### config.mk
export PLATFORM = sky130hd
export DESIGN_NAME = pfs_supervisor
export DESIGN_NICKNAME = d
export VERILOG_FILES = /design/src/rtl/pfs_pkg.sv /design/src/rtl/pfs_dead_time.sv /design/src/rtl/pfs_supervisor.sv
export SDC_FILE = /design/constraint.sdc
export NUM_CORES = 2
export LEC_CHECK = 0
export BUFFER_PORTS_ARGS = -buffer_cell sky130_fd_sc_hd__buf_2
export CAP_MARGIN = 20
export CORE_ASPECT_RATIO = 1.5
export CORE_UTILIZATION = 50
export DETAILED_ROUTE_END_ITERATION = 12
export HOLD_SLACK_MARGIN = 0.08
export PLACE_DENSITY = 0.69
export SYNTH_ARGS = -nofsm -noshare
export SYNTH_HDL_FRONTEND = slang
export SYNTH_SLANG_ARGS = --single-unit
export TNS_END_PERCENT = 5
### constraint.sdc
create_clock -name clk -period 13.7 [get_ports clk]
set_clock_uncertainty 0.1 [all_clocks]
set_input_delay 0.685 -clock clk [delete_from_list [all_inputs] [get_ports clk]]
set_output_delay 0.685 -clock clk [all_outputs]
set_load 0.01 [all_outputs]
### src/rtl/pfs_pkg.sv
// Shared constants and types for the power enable and fault supervisor
package pfs_pkg;
   localparam int unsigned NUM_CH   = 4;
   localparam int unsigned NUM_VIN  = 2;
   localparam int unsigned VOLT_W   = 8;
   localparam int unsigned TEMP_W   = 7;
   localparam int unsigned PERIOD_W = 16;
   localparam int unsigned DT_W     = 8;
   localparam int unsigned DT_CNT_W = PERIOD_W + DT_W;

   // Clock rate and the overcurrent restart delay
   localparam int unsigned CLK_MHZ            = 200;
   localparam int unsigned OCP_RESTART_MS     = 200;
   localparam int unsigned OCP_RESTART_CYCLES = OCP_RESTART_MS * 1000 * CLK_MHZ;
   localparam int unsigned OCP_CNT_W          = 26;

   // Temperature codes are kelvin divided by five
   localparam logic [TEMP_W-1:0] TEMP_MIN_CODE    = 7'h28;
   localparam logic [TEMP_W-1:0] TEMP_MAX_CODE    = 7'h68;
   localparam logic [TEMP_W:0]   OT_MARGIN_SMALL  = 8'h01;
   localparam logic [TEMP_W:0]   OT_MARGIN_LARGE  = 8'h02;

   // One dead-time count is the switching period over 256
   localparam int unsigned        DT_STEP_SHIFT  = 8;
   localparam logic [PERIOD_W-1:0] DT_STEP_MIN   = 16'h0001;
   localparam logic [DT_CNT_W-1:0] DT_BUILTIN_GAP = 24'h000002;
   localparam logic [DT_CNT_W-1:0] DT_CNT_ONE     = 24'h000001;

   typedef enum logic [1:0] {
      SRC_OFF    = 2'b00,
      SRC_ALWAYS = 2'b01,
      SRC_GPIO   = 2'b10,
      SRC_SERIAL = 2'b11
   } pfs_src_t;

   typedef enum logic [1:0] {
      CHIP_DISABLED   = 2'b00,
      CHIP_STARTUP    = 2'b01,
      CHIP_RUN        = 2'b10,
      CHIP_SOFT_RESET = 2'b11
   } pfs_chip_state_t;

   typedef enum logic [1:0] {
      DT_OFF  = 2'b00,
      DT_LOW  = 2'b01,
      DT_HIGH = 2'b10,
      DT_GAP  = 2'b11
   } pfs_dt_state_t;

   typedef struct packed {
      logic [VOLT_W-1:0] warn;
      logic [VOLT_W-1:0] fault;
   } pfs_uv_cfg_t;

   typedef struct packed {
      logic [NUM_VIN-1:0] uv_warn;
      logic [NUM_VIN-1:0] uv_fault;
      logic               ot_warn;
      logic               ot_fault;
      logic [NUM_CH-1:0]  output_overvoltage_protection;
      logic [NUM_CH-1:0]  overcurrent_protection;
   } pfs_flags_t;
endpackage

### src/rtl/pfs_dead_time.sv
// Gate driver sequencer with built-in or programmable dead time
module pfs_dead_time
   import pfs_pkg::*;
(
   input  wire logic                clk,
   input  wire logic                reset,
   input  wire logic                clk_en,
   input  wire logic                chan_enable,
   input  wire logic                pwm_demand,
   input  wire logic                prog_sel,
   input  wire logic [DT_W-1:0]     rise_count,
   input  wire logic [DT_W-1:0]     fall_count,
   input  wire logic [PERIOD_W-1:0] step_cycles,
   output logic                     high_side_on,
   output logic                     low_side_on
);
   pfs_dt_state_t         state_reg, state_next;
   logic                  target_reg, target_next;
   logic [DT_CNT_W-1:0]   cnt_reg, cnt_next;
   logic [DT_CNT_W-1:0]   gap_rise, gap_fall;
   logic                  hs_next, ls_next;

   // Both switches are off through every gap, so they never conduct together
   always_comb begin
      gap_rise = prog_sel ? DT_CNT_W'(rise_count) * DT_CNT_W'(step_cycles)
                          : DT_BUILTIN_GAP;
      gap_fall = prog_sel ? DT_CNT_W'(fall_count) * DT_CNT_W'(step_cycles)
                          : DT_BUILTIN_GAP;
      state_next  = state_reg;
      target_next = target_reg;
      cnt_next    = cnt_reg;
      unique case (state_reg)
         DT_OFF: begin
            if (chan_enable) begin
               state_next  = DT_GAP;
               target_next = pwm_demand;
               cnt_next    = pwm_demand ? gap_rise : gap_fall;
            end
         end
         DT_LOW: begin
            if (!chan_enable) begin
               state_next = DT_OFF;
            end else if (pwm_demand) begin
               state_next  = DT_GAP;
               target_next = 1'b1;
               cnt_next    = gap_rise;
            end
         end
         DT_HIGH: begin
            if (!chan_enable) begin
               state_next = DT_OFF;
            end else if (!pwm_demand) begin
               state_next  = DT_GAP;
               target_next = 1'b0;
               cnt_next    = gap_fall;
            end
         end
         DT_GAP: begin
            if (!chan_enable) begin
               state_next = DT_OFF;
            end else if (cnt_reg == '0) begin
               state_next = target_reg ? DT_HIGH : DT_LOW;
            end else begin
               cnt_next = cnt_reg - DT_CNT_ONE;
            end
         end
      endcase
      hs_next = (state_next == DT_HIGH);
      ls_next = (state_next == DT_LOW);
   end

   // Gate levels come straight from flops to avoid glitches
   always_ff @(posedge clk) begin
      if (reset) begin
         state_reg    <= DT_OFF;
         target_reg   <= 1'b0;
         cnt_reg      <= '0;
         high_side_on <= 1'b0;
         low_side_on  <= 1'b0;
      end else if (clk_en) begin
         state_reg    <= state_next;
         target_reg   <= target_next;
         cnt_reg      <= cnt_next;
         high_side_on <= hs_next;
         low_side_on  <= ls_next;
      end
   end

   a_no_overlap: assert property (@(posedge clk) disable iff (reset)
      !(high_side_on && low_side_on)) else $error("both gates on");
endmodule

### src/rtl/pfs_supervisor.sv
// Chip enable, channel enable and fault supervisor for four buck channels
// Operation
// - Enable raises ready; serial acks only after ready
// - Ready enables always-on and asserted GPIO channels
// - Enable low disables device; high re-enables it
// - Serial software reset command resets the chip
// - Channels enable from default, GPIO or serial
// - Built-in non-overlap, bypassed under programmable dead time
// - Control bit selects programmable or built-in dead time
// - Rise and fall registers set each gap
// - Dead-time count is switching period over 256
// - Input below warning threshold sets warning flag
// - Input below fault threshold sets fault flag
// - Undervoltage fault shuts down all channels
// - Input voltages readable at 100mV per count
// - Clears above warning; optional automatic restart
// - Output overvoltage shuts down that channel
// - Overcurrent shuts channel, restarts after 200ms
// - Junction temperature reads 200K to 520K, 5K steps
// - Temperature warning at 5 or 10 below threshold
// - Over-temperature fault sets both flags, shuts all
// - Seven-bit thermal fault threshold, 5K per count
// - Optional restart below separate restart threshold
// - Overvoltage channel and followers wait for host
module pfs_supervisor
   import pfs_pkg::*;
#(
   parameter int unsigned OCP_RESTART = OCP_RESTART_CYCLES
)
(
   input  wire logic                            clk,
   input  wire logic                            reset,
   input  wire logic                            clk_en,
   input  wire logic                            enable_in,
   input  wire logic [NUM_CH-1:0]               gpio_enable_in,
   input  wire logic                            software_reset_command,
   input  wire pfs_src_t [NUM_CH-1:0]           enable_source,
   input  wire logic [NUM_CH-1:0]               serial_channel_enable,
   input  wire logic [NUM_CH-1:0]               channel_reenable,
   input  wire logic [NUM_CH-1:0][NUM_CH-1:0]   ovp_follow,
   input  wire logic [NUM_CH-1:0][NUM_CH-1:0]   ocp_follow,
   input  wire logic [NUM_CH-1:0]               ovp_trip,
   input  wire logic [NUM_CH-1:0]               ocp_trip,
   input  wire logic [NUM_VIN-1:0][VOLT_W-1:0]  input_sense,
   input  wire pfs_uv_cfg_t [NUM_VIN-1:0]       uv_cfg,
   input  wire logic                            uv_auto_restart,
   input  wire logic [TEMP_W-1:0]               temp_sense,
   input  wire logic [TEMP_W-1:0]               thermal_fault_threshold,
   input  wire logic [TEMP_W-1:0]               thermal_restart_threshold,
   input  wire logic                            ot_margin_large,
   input  wire logic                            ot_auto_restart,
   input  wire logic                            programmable_dead_time,
   input  wire logic [NUM_CH-1:0][DT_W-1:0]     rise_dead_time,
   input  wire logic [NUM_CH-1:0][DT_W-1:0]     fall_dead_time,
   input  wire logic [PERIOD_W-1:0]             pwm_period_cycles,
   input  wire logic [NUM_CH-1:0]               pwm_demand,
   output logic                                 device_ready,
   output logic                                 serial_ack_allowed,
   output logic [NUM_CH-1:0]                    channel_active,
   output logic [VOLT_W-1:0]                    input_one_voltage,
   output logic [VOLT_W-1:0]                    input_two_voltage,
   output logic [TEMP_W-1:0]                    junction_temperature,
   output pfs_flags_t                           protection_flag_status,
   output logic                                 uv_warning_gpio,
   output logic [NUM_CH-1:0]                    high_side_gate,
   output logic [NUM_CH-1:0]                    low_side_gate
);
   // Two-flop synchronisers; first stage feeds only the second
   logic                  en_meta_reg, en_sync_reg;
   logic [NUM_CH-1:0]     gpio_meta_reg, gpio_sync_reg;

   always_ff @(posedge clk) begin
      if (reset) begin
         en_meta_reg   <= 1'b0;
         en_sync_reg   <= 1'b0;
         gpio_meta_reg <= '0;
         gpio_sync_reg <= '0;
      end else if (clk_en) begin
         en_meta_reg   <= enable_in;
         en_sync_reg   <= en_meta_reg;
         gpio_meta_reg <= gpio_enable_in;
         gpio_sync_reg <= gpio_meta_reg;
      end
   end

   // Chip state: enable pin acts as the chip-level reset
   pfs_chip_state_t state_reg, state_next;
   logic            ready_next;
   logic            clear_all;

   always_comb begin
      state_next = state_reg;
      unique case (state_reg)
         CHIP_DISABLED: begin
            if (en_sync_reg) begin
               state_next = CHIP_STARTUP;
            end
         end
         CHIP_STARTUP: begin
            state_next = en_sync_reg ? CHIP_RUN : CHIP_DISABLED;
         end
         CHIP_RUN: begin
            if (!en_sync_reg) begin
               state_next = CHIP_DISABLED;
            end else if (software_reset_command) begin
               state_next = CHIP_SOFT_RESET;
            end
         end
         CHIP_SOFT_RESET: begin
            state_next = CHIP_DISABLED;
         end
      endcase
      ready_next = (state_next == CHIP_STARTUP) || (state_next == CHIP_RUN);
   end

   always_ff @(posedge clk) begin
      if (reset) begin
         state_reg    <= CHIP_DISABLED;
         device_ready <= 1'b0;
      end else if (clk_en) begin
         state_reg    <= state_next;
         device_ready <= ready_next;
      end
   end

   // Commands are only acknowledged once the chip is ready
   assign serial_ack_allowed = device_ready;
   // Disabled and soft-reset states wipe every latch, like a power cycle
   assign clear_all = (state_reg == CHIP_DISABLED) || (state_reg == CHIP_SOFT_RESET);

   // Input undervoltage: warning, fault and shared shutdown
   logic [NUM_VIN-1:0] uv_warn_reg, uv_warn_next;
   logic [NUM_VIN-1:0] uv_fault_reg, uv_fault_next;
   logic               uv_shut_reg, uv_shut_next;

   always_comb begin
      uv_shut_next = uv_shut_reg;
      for (int k = 0; k < NUM_VIN; k++) begin
         uv_warn_next[k]  = input_sense[k] <= uv_cfg[k].warn;
         uv_fault_next[k] = uv_fault_reg[k];
         if (input_sense[k] > uv_cfg[k].warn) begin
            uv_fault_next[k] = 1'b0;
         end
         if (input_sense[k] <= uv_cfg[k].fault) begin
            uv_fault_next[k] = 1'b1;
         end
      end
      // Without auto restart only an enable cycle or soft reset recovers
      if (uv_auto_restart && !(|uv_fault_next)) begin
         uv_shut_next = 1'b0;
      end
      if (|uv_fault_next) begin
         uv_shut_next = 1'b1;
      end
      if (clear_all) begin
         uv_fault_next = '0;
         uv_shut_next  = 1'b0;
      end
   end

   always_ff @(posedge clk) begin
      if (reset) begin
         uv_warn_reg  <= '0;
         uv_fault_reg <= '0;
         uv_shut_reg  <= 1'b0;
      end else if (clk_en) begin
         uv_warn_reg  <= uv_warn_next;
         uv_fault_reg <= uv_fault_next;
         uv_shut_reg  <= uv_shut_next;
      end
   end

   // Over-temperature: warning margin, latched fault, restart point
   logic [TEMP_W:0]   ot_margin;
   logic              ot_warn_reg, ot_warn_next;
   logic              ot_fault_reg, ot_fault_next;
   logic              ot_shut_reg, ot_shut_next;
   logic [TEMP_W-1:0] temp_next;

   always_comb begin
      ot_margin     = ot_margin_large ? OT_MARGIN_LARGE : OT_MARGIN_SMALL;
      ot_fault_next = ot_fault_reg;
      ot_shut_next  = ot_shut_reg;
      if (temp_sense <= thermal_restart_threshold) begin
         ot_fault_next = 1'b0;
      end
      if (temp_sense >= thermal_fault_threshold) begin
         ot_fault_next = 1'b1;
      end
      // Widened sum so a high reading cannot wrap below threshold
      ot_warn_next = ({1'b0, temp_sense} + ot_margin >= {1'b0, thermal_fault_threshold})
                     || ot_fault_next;
      if (ot_auto_restart && !ot_fault_next) begin
         ot_shut_next = 1'b0;
      end
      if (ot_fault_next) begin
         ot_shut_next = 1'b1;
      end
      if (clear_all) begin
         ot_fault_next = 1'b0;
         ot_shut_next  = 1'b0;
      end
      // Clamp the readback to the measurable range
      temp_next = temp_sense;
      if (temp_sense < TEMP_MIN_CODE) begin
         temp_next = TEMP_MIN_CODE;
      end else if (temp_sense > TEMP_MAX_CODE) begin
         temp_next = TEMP_MAX_CODE;
      end
   end

   always_ff @(posedge clk) begin
      if (reset) begin
         ot_warn_reg          <= 1'b0;
         ot_fault_reg         <= 1'b0;
         ot_shut_reg          <= 1'b0;
         junction_temperature <= TEMP_MIN_CODE;
         input_one_voltage    <= '0;
         input_two_voltage    <= '0;
      end else if (clk_en) begin
         ot_warn_reg          <= ot_warn_next;
         ot_fault_reg         <= ot_fault_next;
         ot_shut_reg          <= ot_shut_next;
         junction_temperature <= temp_next;
         input_one_voltage    <= input_sense[0];
         input_two_voltage    <= input_sense[1];
      end
   end

   // Dead-time step shared by all channels, never below one cycle
   logic [PERIOD_W-1:0] dt_step;

   always_comb begin
      dt_step = pwm_period_cycles >> DT_STEP_SHIFT;
      if (dt_step == '0) begin
         dt_step = DT_STEP_MIN;
      end
   end

   // Per-channel enable, overvoltage latch and overcurrent restart timer
   logic [NUM_CH-1:0] chan_en_reg, chan_en_next;
   logic [NUM_CH-1:0] ovp_lat_reg, ovp_lat_next;
   logic [NUM_CH-1:0] ocp_hold;
   logic [NUM_CH-1:0] active_next;
   logic [OCP_CNT_W-1:0] ocp_cnt_reg [NUM_CH];
   logic [OCP_CNT_W-1:0] ocp_cnt_next [NUM_CH];

   for (genvar i = 0; i < NUM_CH; i++) begin : g_chan
      logic ovp_hit, ocp_hit;

      always_comb begin
         ovp_hit = ovp_trip[i];
         ocp_hit = ocp_trip[i];
         for (int j = 0; j < NUM_CH; j++) begin
            ovp_hit = ovp_hit || (ovp_trip[j] && ovp_follow[j][i]);
            ocp_hit = ocp_hit || (ocp_trip[j] && ocp_follow[j][i]);
         end
         // Source select; serial control only once the chip runs
         unique case (enable_source[i])
            SRC_OFF:    chan_en_next[i] = 1'b0;
            SRC_ALWAYS: chan_en_next[i] = ready_next;
            SRC_GPIO:   chan_en_next[i] = ready_next && gpio_sync_reg[i];
            SRC_SERIAL: chan_en_next[i] = (state_reg == CHIP_RUN) && (state_next == CHIP_RUN)
                                          && serial_channel_enable[i];
         endcase
         // Set wins over the host re-enable in the same cycle
         ovp_lat_next[i] = ovp_lat_reg[i];
         if (channel_reenable[i]) begin
            ovp_lat_next[i] = 1'b0;
         end
         if (ovp_hit) begin
            ovp_lat_next[i] = 1'b1;
         end
         ocp_cnt_next[i] = ocp_cnt_reg[i];
         if (ocp_hit) begin
            ocp_cnt_next[i] = OCP_CNT_W'(OCP_RESTART);
         end else if (ocp_cnt_reg[i] != '0) begin
            ocp_cnt_next[i] = ocp_cnt_reg[i] - OCP_CNT_W'(1);
         end
         if (clear_all) begin
            ovp_lat_next[i] = 1'b0;
            ocp_cnt_next[i] = '0;
         end
         active_next[i] = chan_en_next[i] && !uv_shut_next && !ot_shut_next
                          && !ovp_lat_next[i] && (ocp_cnt_next[i] == '0);
      end

      always_ff @(posedge clk) begin
         if (reset) begin
            chan_en_reg[i]    <= 1'b0;
            ovp_lat_reg[i]    <= 1'b0;
            ocp_cnt_reg[i]    <= '0;
            channel_active[i] <= 1'b0;
         end else if (clk_en) begin
            chan_en_reg[i]    <= chan_en_next[i];
            ovp_lat_reg[i]    <= ovp_lat_next[i];
            ocp_cnt_reg[i]    <= ocp_cnt_next[i];
            channel_active[i] <= active_next[i];
         end
      end

      assign ocp_hold[i] = (ocp_cnt_reg[i] != '0);

      pfs_dead_time u_dead_time (
         .clk          (clk),
         .reset        (reset),
         .clk_en       (clk_en),
         .chan_enable  (channel_active[i]),
         .pwm_demand   (pwm_demand[i]),
         .prog_sel     (programmable_dead_time),
         .rise_count   (rise_dead_time[i]),
         .fall_count   (fall_dead_time[i]),
         .step_cycles  (dt_step),
         .high_side_on (high_side_gate[i]),
         .low_side_on  (low_side_gate[i])
      );

      a_ovp_stays_off: assert property (@(posedge clk) disable iff (reset)
         ovp_lat_reg[i] && !channel_reenable[i] && !clear_all && clk_en
         |=> ovp_lat_reg[i] && !channel_active[i]) else $error("ovp released");
      a_ocp_timer_load: assert property (@(posedge clk) disable iff (reset)
         ocp_trip[i] && !clear_all && clk_en
         |=> ocp_cnt_reg[i] == OCP_CNT_W'(OCP_RESTART) && !channel_active[i])
         else $error("ocp delay not loaded");
      a_always_on_start: assert property (@(posedge clk) disable iff (reset)
         state_reg == CHIP_DISABLED && en_sync_reg && clk_en
         && enable_source[i] == SRC_ALWAYS |=> chan_en_reg[i])
         else $error("always-on channel not enabled");
   end

   // Status flags come from flops
   always_comb begin
      uv_warning_gpio = uv_warn_reg != '0;
      protection_flag_status.uv_warn  = uv_warn_reg;
      protection_flag_status.uv_fault = uv_fault_reg;
      protection_flag_status.ot_warn  = ot_warn_reg;
      protection_flag_status.ot_fault = ot_fault_reg;
      protection_flag_status.output_overvoltage_protection      = ovp_lat_reg;
      protection_flag_status.overcurrent_protection      = ocp_hold;
   end

   a_ready_on_enable: assert property (@(posedge clk) disable iff (reset)
      state_reg == CHIP_DISABLED && en_sync_reg && clk_en
      |=> device_ready && serial_ack_allowed) else $error("ready not raised");
   a_enable_drop_off: assert property (@(posedge clk) disable iff (reset)
      state_reg == CHIP_RUN && !en_sync_reg && clk_en
      |=> !device_ready && state_reg == CHIP_DISABLED) else $error("not disabled");
   a_soft_reset_seq: assert property (@(posedge clk) disable iff (reset)
      state_reg == CHIP_RUN && en_sync_reg && software_reset_command && clk_en
      |=> state_reg == CHIP_SOFT_RESET && !device_ready) else $error("no reset");
   a_uv_shuts_all: assert property (@(posedge clk) disable iff (reset)
      (|uv_fault_reg) |-> channel_active == '0) else $error("uv left on");
   a_ot_shuts_all: assert property (@(posedge clk) disable iff (reset)
      ot_fault_reg |-> ot_warn_reg && channel_active == '0)
      else $error("ot left on");
endmodule

Yosys cells after proc, flatten, opt, wreduce, memory -nomap -nowiden
Memories as Yosys holds them, arrays and structs flattened. Index checks and enable logic that the tools add are counted.

Output and inout port bits: 52. Memories: 1. Flip-flop bits (word level): 168. RAM bits: 104.

Multiplexer cells: 164. $mul: 8. Equality and inequality tests: 65. Add/subtract/negate cells: 9. Bitwise gates (word level): 4. $lt $le $gt $ge: 11. Reduce and logical (&&, ||, !) cells: 138.

Memories: ocp_cnt_reg (words 4, bits a word 26, rd ports 4, clocked after Yosys merged registers in 0, write ports 4, RTL line pfs_supervisor.sv:245) `logic [OCP_CNT_W-1:0] ocp_cnt_reg [NUM_CH];`.

Operator list (count): $mux 24 (40); $mux 26 (16); $pmux 24 s4 (4); $mul 8x8->16 (8); $logic_not 26->1 (4); $reduce_bool 26->1 (4); $sub 26x1->26 const B (4); $logic_not 24->1 (4); $sub 24x1->24 const B (4); $mux 2 (38); $logic_and 1x1->1 (59); $ne 2x2->1 const B (28); $mux 1 (50); $eq 2x2->1 const B (23); $pmux 2 s4 (5); $logic_or 1x1->1 (35); $le 8x8->1 (4); $reduce_and 8->1 (4); $eq 2x1->1 const B (14); $reduce_and 7->1 (4); $logic_not 2->1 (9); $gt 8x8->1 (2); $logic_not 16->1 (1); $pmux 1 s4 (4); other kinds (14) (31).

Depth between registers and ports, before layout
Depth in word-level cells: 14. Depth in mapped cells: 20. Mapped depth without buffers: 18.

Modules after synthesis
Synthesis repeated with hierarchy kept, for this count alone.

Cells, all modules: 6303. Area total of the unflattened synthesis: 52466.6 um^2.

By module, submodules not included: pfs_dead_time at g_chan[0].u_dead_time (area an instance 10635.2 um^2, instances 1, cells an instance 1319, seq. area each 580.6 um^2); pfs_dead_time at g_chan[1].u_dead_time (area an instance 10538.9 um^2, instances 1, cells an instance 1297, seq. area each 580.6 um^2); pfs_dead_time at g_chan[2].u_dead_time (area an instance 10491.3 um^2, instances 1, cells an instance 1275, seq. area each 580.6 um^2); pfs_supervisor (area an instance 10466.3 um^2, instances 1, cells an instance 1158, seq. area each 4164.0 um^2); pfs_dead_time at g_chan[3].u_dead_time (area an instance 10334.9 um^2, instances 1, cells an instance 1254, seq. area each 580.6 um^2).

Worst setup path before layout
Ideal clock, no wire load.

Path kind: input-to-reg. Start point: input port pwm_period_cycles[10]. End point: register g_chan[3].u_dead_time.cnt_reg[12]. Arrival: 5691 ps. Setup slack: 7839 ps. Cell stages on the path: 20. Library setup time: 70 ps. Path through: clkbuf_1 clkbuf_1 and2_1 fa_1 inv_1 fa_1 inv_1 fa_1 inv_1 fa_1 inv_1 ha_1 and3_1 a2111oi_0 o311ai_0 and2_1 nor3_1 nand3b_1 a311o_1 a21oi_1.

Word-level cells in the longest chain between the ends: 7. Elaborated cells on any way between the ends: 13.

RTL lines: start: declaration (RTL line pfs_supervisor.sv:55) `input wire logic [PERIOD_W-1:0] pwm_period_cycles,`; $logic_not 16->1 (RTL line pfs_supervisor.sv:235) `if (dt_step == '0) begin`; $mux 8 (*) (RTL line pfs_supervisor.sv:235); $mul 8x8->16 (on tied branches) (RTL line pfs_dead_time.sv:27, pfs_dead_time.sv:25); $mux 24 (on tied branches) (RTL line pfs_dead_time.sv:27, pfs_dead_time.sv:25); $mux 24 (on tied branches) (RTL line pfs_dead_time.sv:52, pfs_dead_time.sv:37, pfs_dead_time.sv:43); $mux 24 (on tied branches) (RTL line pfs_dead_time.sv:50, pfs_dead_time.sv:41, pfs_dead_time.sv:34); $pmux 24 s4 (*) (RTL line pfs_dead_time.sv:32) `unique case (state_reg)`; end signal: assignment (RTL line pfs_dead_time.sv:83) `cnt_reg <= cnt_next;`; end: declaration (RTL line pfs_dead_time.sv:19) `logic [DT_CNT_W-1:0] cnt_reg, cnt_next;`.

Mark *: on every way between the ends. The rest lies on a longest branch, timed or not. The select of a mux whose other input is x is not followed. A chain may end at the register's enable or synchronous reset.

Worst setup path in the final report
Start point: input port pwm_period_cycles[14]. End point: register g_chan[3].u_dead_time.cnt_reg[12].

The elaborated chain is that of the path after synthesis.

==> results.ini <==
[outcome]
status = complete, no violations

[routing]
ant_nets = 0
dr.pass1.iters = 7
routed_via_density = 5.70
via_count = 29458
wl_um = 88200
drt_iter0_drc = 1538
wire_per_inst_um = 17.1
drc = 0

[clocking]
post_cts_buffers = 0
clock_sinks = 272
clk_pin_slew_ns = 0.07
cts-htree-levels = 1
postCtsResizedCells = 0
cts_hold_buf = 0
cts_root_buf = clkbuf_16
cts_buffers = 28
cts_tree = built
clockBufferDepth = 3
clock_latency_ns = 0.56

[logic_synthesis]
yosysWarnings = 0
synth.top_cell.area_share_pct = 16.6
synth_edf_count = 104
synth_top_family_by_area = adder cells
yosys.area.top_type = fa_1
ys_seq_area_share_pct = 18.7
syn-cell-area_um2 = 34800
async_flop_share_pct = 0
synth-seq-cells = 272
synth-xor-area-share_pct = 5.34
synth_compound_area_share_pct = 13.7
ys_types = 88
synthAdderAreaFrac_pct = 30.3
synthCells = 4108
synthSimpleGateAreaFrac_pct = 22.7
synthMuxAreaShare_pct = 1.97
yosys_most_used_dff = dfxtp_1
postSynthAreaPerCell_um2 = 8.46
ys_top_cells_by_area = fa_1, ha_1, dfxtp_1, edfxtp_1, and2_1
syn_nets = 4998

[sta]
setup_viol = 0
fmax_mhz = 153
period_minus_slack_ns = 6.55
hold_viol = 0
period_share_pct = 47.8
worstMarginPinSlew_ns = 1.24
setup_tns_ns = 0
slew-limit-headroom_pct = 17.1
slew_violations = 0
finalHoldWorstSlack_ns = 0.252
rsz0062_at_grt = no

[global_route]
antenna_found_initial = 3
grt_max_degree = 72
grt_pass1_vias = 29751
grt_pass1_wl_um = 147000
grt_util_all_layers_pct = 25.1
overflow = 0

[worst_setup_path]
rr_endpoint = channel_active[2]
worst-setup-path-type = input pin to register
critical_path_arrival_ns = 6.95
critPathMaxFanout = 57
reg2reg_depth = 10
worst_setup_path_start_kind = input pin
cp-end-kind = register
ff2ff_setup_slack_ns = 9.99
r2r_start = ocp_cnt_reg[2][0]
startpoint = pwm_period_cycles[14]
worstPathRequired_ns = 14.09

[min_path]
min_from = gpio_enable_in[3]
holdPathEnd = gpio_meta_reg[3]
min_path_cells = 3
timing.hold.worst.class = input pin to register

[power_and_ir_drop]
powerDensity_nw_per_um2 = 105
peakVddDrop_mv = 0.0750
p_leak_nw = 17.7

[place]
dp_hpwl_um = 68000
io_buffers = 257
finalWeightedCongestion = 0.892

[die]
die-height_um = 325
die_x_um = 217
dieArea_um2 = 70600
core_area_um2 = 68900
ios = 274
initial_core_util_pct = 50.4
rows = 118

[finish]
post-route-util_pct = 54.6
nets = 5137
largest_register_ffs = 104
layout-area-overhead-vs-synth_pct = 8.39
drive_above_1_share_pct = 8.92

[flow_run]
drv_cap = 0

==> cell usage after synthesis, types with 27 or more instances <==
cell type	number
mux2i_1	66
xnor2_1	124
clkbuf_1	150
edfxtp_1	104
o21ai_0	135
fa_1	289
dfxtp_1	168
inv_1	485
nor3_1	113
nor2b_1	31
or3_1	30
and3_1	31
and2_1	410
nand2b_1	27
nand4_1	29
or4_1	32
nand2_1	289
a211oi_1	50
ha_1	379
a21o_1	51
a21oi_1	192
nor2_1	319
nand3_1	63
xor2_1	88
nor4_1	51
==> layer usage <==
metal	GRT usage, %	part of all wire, %	vias up
met5	0	0.0091	-
met4	7.00	2.4	2
li1	-	-	14306
met1	31.4	43	14323
met2	45.8	51	701
met3	1.81	4.0	126
==> stage by stage <==
step | instance area (um^2) | instances | worst slack, ns | total power [mW]
5_1_grt | 37700 | 5171 | 6.73 | 4.31
2_1_floorplan | 34800 | 4108 | 7.84 | 2.58
3_3_place_gp | 36700 | 5117 | 6.64 | 3.09
4_1_cts | 37700 | 5169 | 7.14 | 3.98
6_report | 37700 | 5171 | 7.15 | 3.96
3_5_place_dp | 36700 | 5117 | 6.56 | 3.12
==> area by class of cell <==
class                           count  area [um^2]
Antenna cell                        2         5.00
Clock buffer                       31          776
Clock inverter                     21          223
Fill cell                        6538        31300
Inverter                          487         1830
Multi-Input combinational cell   3176        25800
Sequential cell                   272         6490
Tap cell                          900         1130
Timing Repair Buffer              282         1480
==> report_power, final <==
group / switching (mW) / internal, mW
clock: 0.353 / 0.485
sequential: 0.0287 / 0.863
combinational: 1.30 / 0.934
==> cells in the final DEF, fill, tap and decap left out, types with 104 or more instances in the layout <==
master and count:
dfxtp_1 168, inv_1 484, edfxtp_1 104, buf_2 256, xnor2_1 124, and2_1 410
fa_1 289, ha_1 379, nor3_1 113, o21ai_0 135, nor2_1 318, nand2_1 289
a21oi_1 190
==> cell families after synthesis <==
logic type	Yosys count
and+or+nand+nor	1506
xor gates and xnor gates	212
muxes	68
AOI/OAI and AO/OA	722
buffers and inverters	660
DFF	272
adders and majority gates	668
==> how the worst max path moves through the flow <==
stage / slack, ns / end
final: 7.15 / g_chan[3].u_dead_time.cnt_reg[12]
after global routing: 6.73 / g_chan[3].u_dead_time.cnt_reg[12]
after CTS: 7.14 / g_chan[3].u_dead_time.cnt_reg[12]
after detailed placement: 6.56 / g_chan[3].u_dead_time.cnt_reg[12]
after global placement: 6.64 / g_chan[3].u_dead_time.cnt_reg[12]
after floorplan: 7.84 / g_chan[3].u_dead_time.cnt_reg[12]
==> worst max-delay path, cell delays in order <==
cell and delay [ns]:
buf_2 0.34, buf_4 0.50, nor3_1 0.08, a21o_2 0.24, buf_4 0.31, and2_1 0.28, fa_1 0.50, fa_1 0.54
inv_1 0.05, fa_1 0.47, inv_1 0.04, ha_1 0.31, and3_1 0.16, a2111oi_0 0.80, o311ai_0 0.32, and2_1 0.24
nor3_1 0.39, nand3b_1 0.17, a311o_1 0.38, a21oi_1 0.11
(Power assumes the default switching activity.)
